`src/pod_gating_pkg.sv`:
```
// package: constants for the emulator pod bus gating block
package pod_gating_pkg;
  // ==========================================================
  // configuration reset values
  localparam logic ACK_INTERLOCK_RST = 1'b0;
  localparam logic BUS_ERROR_IN_ON_EMUL_RST = 1'b0;
  localparam logic INT_ENABLE_RST = 1'b1;
  localparam logic DMA_ENABLE_RST = 1'b1;
  localparam logic DMA_TO_EMUL_RST = 1'b0;
  localparam logic TRACE_DMA_RST = 1'b0;
  localparam logic TRACE_TAGS_RST = 1'b0;
  localparam logic LVL7_USE_RST = 1'b1;
  localparam logic LVL7_SHARE_RST = 1'b1;
  localparam logic HALT_DELAY_RST = 1'b0;
  localparam int TRAP_W = 4;
  localparam logic [TRAP_W-1:0] TRAP_SEL_RST = 4'hf;
  localparam int IPL_W = 3;
  localparam logic [IPL_W-1:0] IPL_NONE = 3'h0;
  // ==========================================================
  // handshake tracker states
  typedef enum logic [2:0] {
    HS_IDLE = 3'b001,
    HS_REQ = 3'b010,
    HS_OWN = 3'b100
  } hs_state_e;
endpackage : pod_gating_pkg

```
`src/pin_sync.sv`:
```
// file: two-flop synchroniser for a vector of pin inputs
module pin_sync #(
  parameter int W = 1
) (
  input wire logic clk_i,
  input wire logic nrst_i,
  input wire logic [W-1:0] d_i,
  input wire logic [W-1:0] rst_val_i,
  output logic [W-1:0] q_o
);
  logic [W-1:0] meta;
  logic [W-1:0] q;
  // ==========================================================
  // first stage feeds only the second stage
  always_ff @(posedge clk_i) begin
    meta <= d_i;
    if (!nrst_i) begin
      q <= rst_val_i; // caller picks the idle level of each pin
    end else begin
      q <= meta;
    end
  end
  assign q_o = q;
endmodule : pin_sync

```
`src/pod_bus_gating.sv`:
```
// file: emulator pod bus gating top module
module pod_bus_gating #(
  parameter int IPL_W = pod_gating_pkg::IPL_W,
  parameter int TRAP_W = pod_gating_pkg::TRAP_W
) (
  input wire logic clk_i,
  input wire logic nrst_i,
  // host configuration port
  input wire logic cfg_we_i,
  input wire logic running_i,
  input wire logic ack_interlock_i,
  input wire logic bus_error_in_on_emul_i,
  input wire logic int_enable_i,
  input wire logic dma_enable_i,
  input wire logic dma_to_emul_i,
  input wire logic trace_dma_i,
  input wire logic trace_tags_i,
  input wire logic lvl7_use_i,
  input wire logic lvl7_share_i,
  input wire logic halt_delay_i,
  input wire logic [TRAP_W-1:0] trap_sel_i,
  input wire logic host_access_i,
  // processor side
  input wire logic emul_cycle_i,
  input wire logic internal_ack_i,
  input wire logic bus_grant_out_i,
  // target pins
  input wire logic transfer_ack_i,
  input wire logic bus_error_in_i,
  input wire logic [IPL_W-1:0] ipl_i,
  input wire logic bus_request_in_i,
  input wire logic bus_grant_ack_in_i,
  input wire logic addr_strobe_i,
  input wire logic upper_byte_strobe_i,
  input wire logic lower_byte_strobe_i,
  // outputs
  output logic cpu_transfer_ack_o,
  output logic cpu_bus_error_o,
  output logic [IPL_W-1:0] cpu_ipl_o,
  output logic cpu_bus_request_o,
  output logic cpu_bus_grant_ack_o,
  output logic bus_grant_out_o,
  output logic emul_dma_sel_o,
  output logic trace_store_o,
  output logic [TRAP_W-1:0] trap_sel_o,
  output logic lvl7_use_o,
  output logic lvl7_share_o,
  output logic halt_delay_o
);
  localparam int PW = IPL_W + 6;
  // ==========================================================
  // pin synchronisers
  logic [PW-1:0] pins_raw;
  logic [PW-1:0] pins;
  logic t_ack;
  logic t_bus_error_in;
  logic [IPL_W-1:0] t_ipl;
  logic t_breq;
  logic t_bus_grant_ack_in;
  logic t_as;
  logic t_ds;
  assign pins_raw = {transfer_ack_i, bus_error_in_i, ipl_i, bus_request_in_i,
    bus_grant_ack_in_i, addr_strobe_i,
    upper_byte_strobe_i | lower_byte_strobe_i};
  pin_sync #(.W(PW)) u_sync (
    .clk_i(clk_i),
    .nrst_i(nrst_i),
    .d_i(pins_raw),
    .rst_val_i('0),
    .q_o(pins)
  );
  assign {t_ack, t_bus_error_in, t_ipl, t_breq, t_bus_grant_ack_in, t_as, t_ds} = pins;

  // ==========================================================
  // configuration bits
  logic ack_interlock, next_ack_interlock;
  logic bus_error_in_on_emul, next_bus_error_in_on_emul;
  logic int_enable, next_int_enable;
  logic dma_enable, next_dma_enable;
  logic dma_to_emul, next_dma_to_emul;
  logic trace_dma, next_trace_dma;
  logic trace_tags, next_trace_tags;
  logic [TRAP_W-1:0] trap_sel, next_trap_sel;
  logic lvl7_use, next_lvl7_use;
  logic lvl7_share, next_lvl7_share;
  logic halt_delay, next_halt_delay;
  logic cfg_load;

  // writes during a run are dropped so gating stays stable
  assign cfg_load = cfg_we_i && !running_i;
  always_comb begin
    next_ack_interlock = ack_interlock;
    next_bus_error_in_on_emul = bus_error_in_on_emul;
    next_int_enable = int_enable;
    next_dma_enable = dma_enable;
    next_dma_to_emul = dma_to_emul;
    next_trace_dma = trace_dma;
    next_trace_tags = trace_tags;
    next_trap_sel = trap_sel;
    next_lvl7_use = lvl7_use;
    next_lvl7_share = lvl7_share;
    next_halt_delay = halt_delay;
    if (cfg_load) begin
      next_ack_interlock = ack_interlock_i;
      next_bus_error_in_on_emul = bus_error_in_on_emul_i;
      next_int_enable = int_enable_i;
      next_dma_enable = dma_enable_i;
      next_dma_to_emul = dma_to_emul_i;
      next_trace_dma = trace_dma_i;
      next_trace_tags = trace_tags_i;
      next_trap_sel = trap_sel_i;
      next_lvl7_use = lvl7_use_i;
      next_lvl7_share = lvl7_share_i;
      next_halt_delay = halt_delay_i;
    end
  end

  // defaults on reset
  always_ff @(posedge clk_i) begin
    if (!nrst_i) begin
      ack_interlock <= pod_gating_pkg::ACK_INTERLOCK_RST;
      bus_error_in_on_emul <= pod_gating_pkg::BUS_ERROR_IN_ON_EMUL_RST;
      int_enable <= pod_gating_pkg::INT_ENABLE_RST;
      dma_enable <= pod_gating_pkg::DMA_ENABLE_RST;
      dma_to_emul <= pod_gating_pkg::DMA_TO_EMUL_RST;
      trace_dma <= pod_gating_pkg::TRACE_DMA_RST;
      trace_tags <= pod_gating_pkg::TRACE_TAGS_RST;
      trap_sel <= pod_gating_pkg::TRAP_SEL_RST;
      lvl7_use <= pod_gating_pkg::LVL7_USE_RST;
      lvl7_share <= pod_gating_pkg::LVL7_SHARE_RST;
      halt_delay <= pod_gating_pkg::HALT_DELAY_RST;
    end else begin
      ack_interlock <= next_ack_interlock;
      bus_error_in_on_emul <= next_bus_error_in_on_emul;
      int_enable <= next_int_enable;
      dma_enable <= next_dma_enable;
      dma_to_emul <= next_dma_to_emul;
      trace_dma <= next_trace_dma;
      trace_tags <= next_trace_tags;
      trap_sel <= next_trap_sel;
      lvl7_use <= next_lvl7_use;
      lvl7_share <= next_lvl7_share;
      halt_delay <= next_halt_delay;
    end
  end

  // ==========================================================
  // dma handshake tracker, one tag per completed request/grant
  pod_gating_pkg::hs_state_e hs, next_hs;
  logic hs_tag;
  logic dma_owned;
  always_comb begin
    next_hs = hs;
    hs_tag = 1'b0;
    case (hs)
      pod_gating_pkg::HS_IDLE: begin
        if (cpu_bus_request_o) begin
          next_hs = pod_gating_pkg::HS_REQ;
        end
      end
      pod_gating_pkg::HS_REQ: begin
        if (cpu_bus_grant_ack_o) begin
          next_hs = pod_gating_pkg::HS_OWN;
          hs_tag = 1'b1;
        end else if (!cpu_bus_request_o) begin
          next_hs = pod_gating_pkg::HS_IDLE;
        end
      end
      pod_gating_pkg::HS_OWN: begin
        if (!cpu_bus_grant_ack_o) begin
          next_hs = pod_gating_pkg::HS_IDLE;
        end
      end
      default: next_hs = pod_gating_pkg::HS_IDLE;
    endcase
  end
  always_ff @(posedge clk_i) begin
    if (!nrst_i) begin
      hs <= pod_gating_pkg::HS_IDLE;
    end else begin
      hs <= next_hs;
    end
  end
  assign dma_owned = (hs == pod_gating_pkg::HS_OWN);

  // ==========================================================
  // gated outputs, all registered
  logic next_ack, next_bus_error_in, next_breq, next_bus_grant_ack_in, next_sel, next_trace;
  logic [IPL_W-1:0] next_ipl;
  logic dma_gate;
  // host access overrides the dma enable entirely
  assign dma_gate = dma_enable && !host_access_i;
  always_comb begin
    // interlock is an AND; without it only the internal ack is passed on emulation cycles
    if (!emul_cycle_i) begin
      next_ack = t_ack;
    end else if (ack_interlock) begin
      next_ack = t_ack && internal_ack_i;
    end else begin
      next_ack = internal_ack_i;
    end
    next_bus_error_in = t_bus_error_in && (!emul_cycle_i || bus_error_in_on_emul);
    next_ipl = int_enable ? t_ipl : pod_gating_pkg::IPL_NONE;
    next_breq = t_breq && dma_gate;
    next_bus_grant_ack_in = t_bus_grant_ack_in && dma_gate;
    // emulation memory answers a dma master only when allowed
    next_sel = dma_owned && dma_to_emul && t_as && t_ds;
    next_trace = (trace_dma && dma_owned && t_as && t_ds)
      || (trace_tags && hs_tag);
  end
  always_ff @(posedge clk_i) begin
    if (!nrst_i) begin
      cpu_transfer_ack_o <= 1'b0;
      cpu_bus_error_o <= 1'b0;
      cpu_ipl_o <= pod_gating_pkg::IPL_NONE;
      cpu_bus_request_o <= 1'b0;
      cpu_bus_grant_ack_o <= 1'b0;
      bus_grant_out_o <= 1'b0;
      emul_dma_sel_o <= 1'b0;
      trace_store_o <= 1'b0;
    end else begin
      cpu_transfer_ack_o <= next_ack;
      cpu_bus_error_o <= next_bus_error_in;
      cpu_ipl_o <= next_ipl;
      cpu_bus_request_o <= next_breq;
      cpu_bus_grant_ack_o <= next_bus_grant_ack_in;
      bus_grant_out_o <= bus_grant_out_i && dma_gate;
      emul_dma_sel_o <= next_sel;
      trace_store_o <= next_trace;
    end
  end
  assign trap_sel_o = trap_sel;
  assign lvl7_use_o = lvl7_use;
  assign lvl7_share_o = lvl7_share;
  assign halt_delay_o = halt_delay;
endmodule : pod_bus_gating

```
`config.mk`:
```
export PLATFORM = sky130hd
export DESIGN_NAME = pod_bus_gating
export DESIGN_NICKNAME = d
export VERILOG_FILES = /design/src/pod_gating_pkg.sv /design/src/pin_sync.sv /design/src/pod_bus_gating.sv
export SDC_FILE = /design/constraint.sdc
export NUM_CORES = 1
export LEC_CHECK = 0
export ABC_AREA = 1
export BUFFER_PORTS_ARGS = -buffer_cell sky130_fd_sc_hd__buf_4
export CAP_MARGIN = 20
export CORE_ASPECT_RATIO = 0.6
export CORE_MARGIN = 4
export CORE_UTILIZATION = 40
export CTS_BUF_LIST = sky130_fd_sc_hd__clkbuf_8
export DETAILED_ROUTE_END_ITERATION = 10
export PLACE_DENSITY = 0.73
export SLEW_MARGIN = 40
export SYNTH_ARGS = -nofsm -noshare
export SYNTH_HDL_FRONTEND = slang
export SYNTH_SLANG_ARGS = --single-unit
export TNS_END_PERCENT = 50
```
`constraint.sdc`:
```
create_clock -name clk_i -period 2.1 [get_ports clk_i]
set_input_delay 0.21 -clock clk_i [delete_from_list [all_inputs] [get_ports clk_i]]
set_output_delay 0.21 -clock clk_i [all_outputs]
set_load 0.01 [all_outputs]
```
==> impl_metrics.ini <==
[floorplanning]
core_area_um2 = 3380
ios = 49
die_w_um = 85.9
num_rows = 16
initial_utilization_pct = 43.0
die_area_um2 = 4700
dieHeight_um = 54.7

[synthesis]
synthFlopType = dfxtp_1
synth_edf_count = 0
synth-seq-cells = 45
synth.cell_area_um2 = 1460
synth_area_leader_cell = dfxtp_1
syn_inst = 170
synth_common_cells = dfxtp_1, nand2_1, inv_1, nor2_1, nand3_1
synth_top_area_share_pct = 61.9
synth.most_common_cell = dfxtp_1
syn_nets = 202
ys_warn_count = 0
synth.yosys.seq_area_share_pct = 61.9
synth_area_leaders = dfxtp_1, nand2_1, inv_1
async_reset_ff_share_pct = 0
synth.avg_cell_area_um2 = 8.57
ys_types = 18

[timing]
rsz0062_at_grt = false
post-route-min-period_ps = 1120
skew_ps = 5.26
fmax_ghz = 0.890
finalSetupViolCount = 0
slew_viol_final = 0
hold_viol_final = 0
max_slew_margin_pct = 78.5
min_period_over_period_pct = 53.5
fin_tns_setup_ps = 0
worst_pin_slew_ps = 322

[clock_tree]
worstSkewPairLatency_ps = 300
path_clk_slew_ps = 80
cts-root-buf = clkbuf_8
hold_buffers = 1
cts_tree = done
cts_setup_buffers = 0
clock_sinks = 45
ctsHtreeMaxLevel = 2
cts_resized = 0
cts_buffers = 5
clockBufferDepth = 2

[layout]
antennaDiodeCount = 0
layout-drive-gt1-share_pct = 28.9
fin_nets = 259
stdcell_area_um2 = 2030
area_growth_pct = 39.3
fill_cells = 290

[hold_path]
min_to = u_sync.meta[7]$_DFF_P_
min_path_cells = 1
min-delay-start = bus_error_in_i
hold_class = input pin to register

[route]
wl_met1_mm = 1.50
ant_nets = 0
vias_per_cell = 4.32
dr_total_vias = 1178
post_drt_wl_per_cell_um = 10.8
firstDrtPassIters = 4
drt_iter0_markers = 49
drc = 0
routed_wl_mm = 2.94
maxUsedRoutingLayer = met4
wl_met3_um = 272
met2_wirelength_mm = 1.13

[pwr]
power.leakage_nw = 1.02
peakVddDrop_uv = 496
p_per_area_nw_per_um2 = 899
p_int_w = 0.00140
p_comb_share_pct = 12.0
power_frac_seq_pct = 50.9
switching_share_pct = 23.3
switchingPower_w = 0.000426
clockPowerShare_pct = 37.1

[worst_setup_path]
rr_endpoint = hs[0]$_SDFFE_PN1P_
crit_fanout = 6
end_kind = output port
cp_num_buf_inv = 1
worstSetupStartpointType = register
cp_slowest_stage_delay_ps = 450
r2r-start = hs[0]$_SDFFE_PN1P_
crit_slowest_cell = dfxtp_1
cp_data_required_time_ps = 1890
reg2reg_depth = 7
cp_top_family = flip-flops
path_class = register to output port
path_cells = buf_4
rrSetupSlack_ps = 1070
arrival_ps = 910

[placement]
dp_hpwl_mm = 2.07
gp_congestion = 0.840
place_area_um2 = 1840
port_buffers = 48

[global_routing]
grt_max_degree = 31
track_usage_pct = 13.0
overflow = 0
grt_pass1_wl_mm = 4.46
antenna_found_initial = 0
grt_pass1_vias = 975

[job]
cap_violations = 0

[run_status]
status = complete, no violations
-- power by group through the flow --
stage	Sequential, W	Clock [W]	Combinational (W)
2_1_floorplan	0.000950	0	0.000119
3_3_place_gp	0.000948	0	0.000206
3_5_place_dp	0.000947	0	0.000211
4_1_cts	0.000928	0.000690	0.000212
5_1_grt	0.000934	0.000726	0.000249
6_report	0.000929	0.000676	0.000220
-- per-stage QoR --
| stage | setup slack [ps] | util (%) | cells | total power, W | hold WS, ps |
|---|---|---|---|---|---|
| floorplan | 1210 | - | 170 | 0.00107 | 238 |
| global placement | 962 | 54.4 | 258 | 0.00115 | 314 |
| detailed placement | 926 | 54.4 | 258 | 0.00116 | 316 |
| CTS | 967 | 58.2 | 267 | 0.00183 | 1.48 |
| global route | 922 | 60.0 | 273 | 0.00191 | 10.9 |
| finish | 976 | 60.0 | 273 | 0.00182 | 25.7 |
-- logic make-up after synthesis --
kind of cell | Yosys count | share of synthesized area (%)
and+or+nand+nor | 81 | 24.5
DFF | 45 | 61.9
buffers and inverters | 29 | 8.51
AOI/OAI and AO/OA | 15 | 5.15
-- cell usage in the layout (no fill, tap or decap) --
master,n
buf_4,48
dfxtp_1,45
nand2_1,37
inv_1,21
nor2_1,21
nand3_1,14
o21ai_0,8
dlygate4sd3_1,7
a21oi_1,6
clkbuf_8,6
inv_2,3
nor2_2,3
nand4_1,2
or2_2,1
nor2_4,1
nor3_2,1
nand3_2,1
o21ai_1,1
bufinv_16,1
clkinvlp_4,1
-- flip-flops by register name, summed over array words and instances (netlist names), 3 cells and up --
| register | flops |
|---|---|
| cpu_ipl_o | 3 |
| u_sync.q_o | 9 |
| hs | 3 |
| u_sync.meta | 9 |
| trap_sel_o | 4 |
-- cell type report --
| type | instances | area, um2 | area share [%] |
|---|---|---|---|
| timing repair buffer | 55 | 430 | 21.2 |
| multi-input combinational | 96 | 432 | 21.3 |
| clock inverter | 2 | 37.5 | 1.85 |
| tap | 45 | 56.3 | 2.77 |
| sequential | 45 | 901 | 44.4 |
| inverter | 24 | 90.1 | 4.44 |
| clock buffer | 6 | 82.6 | 4.07 |
-- how the worst max path moves through the flow --
stage / from / endpoint / slack (ps) / cells past startpoint
finish: cpu_bus_grant_ack_o$_SDFF_PN0_ / cpu_bus_grant_ack_o / 980 / 1
global route: cpu_bus_grant_ack_o$_SDFF_PN0_ / cpu_bus_grant_ack_o / 920 / 1
CTS: cpu_bus_grant_ack_o$_SDFF_PN0_ / cpu_bus_grant_ack_o / 970 / 1
detailed placement: running_i / ack_interlock$_SDFFE_PN0P_ / 930 / 5
global placement: running_i / dma_to_emul$_SDFFE_PN0P_ / 960 / 5
floorplan: cpu_bus_grant_ack_o$_SDFF_PN0_ / hs[1]$_SDFFE_PN0P_ / 1210 / 5
-- layer usage --
metal / vias to the layer above / global-route usage (%)
li1: 635 / -
met1: 498 / 17.4
met2: 40 / 17.0
met3: 5 / 6.92
met4: 0 / 5.53
met5: - / 0
Power figures use the tool's default switching activity.
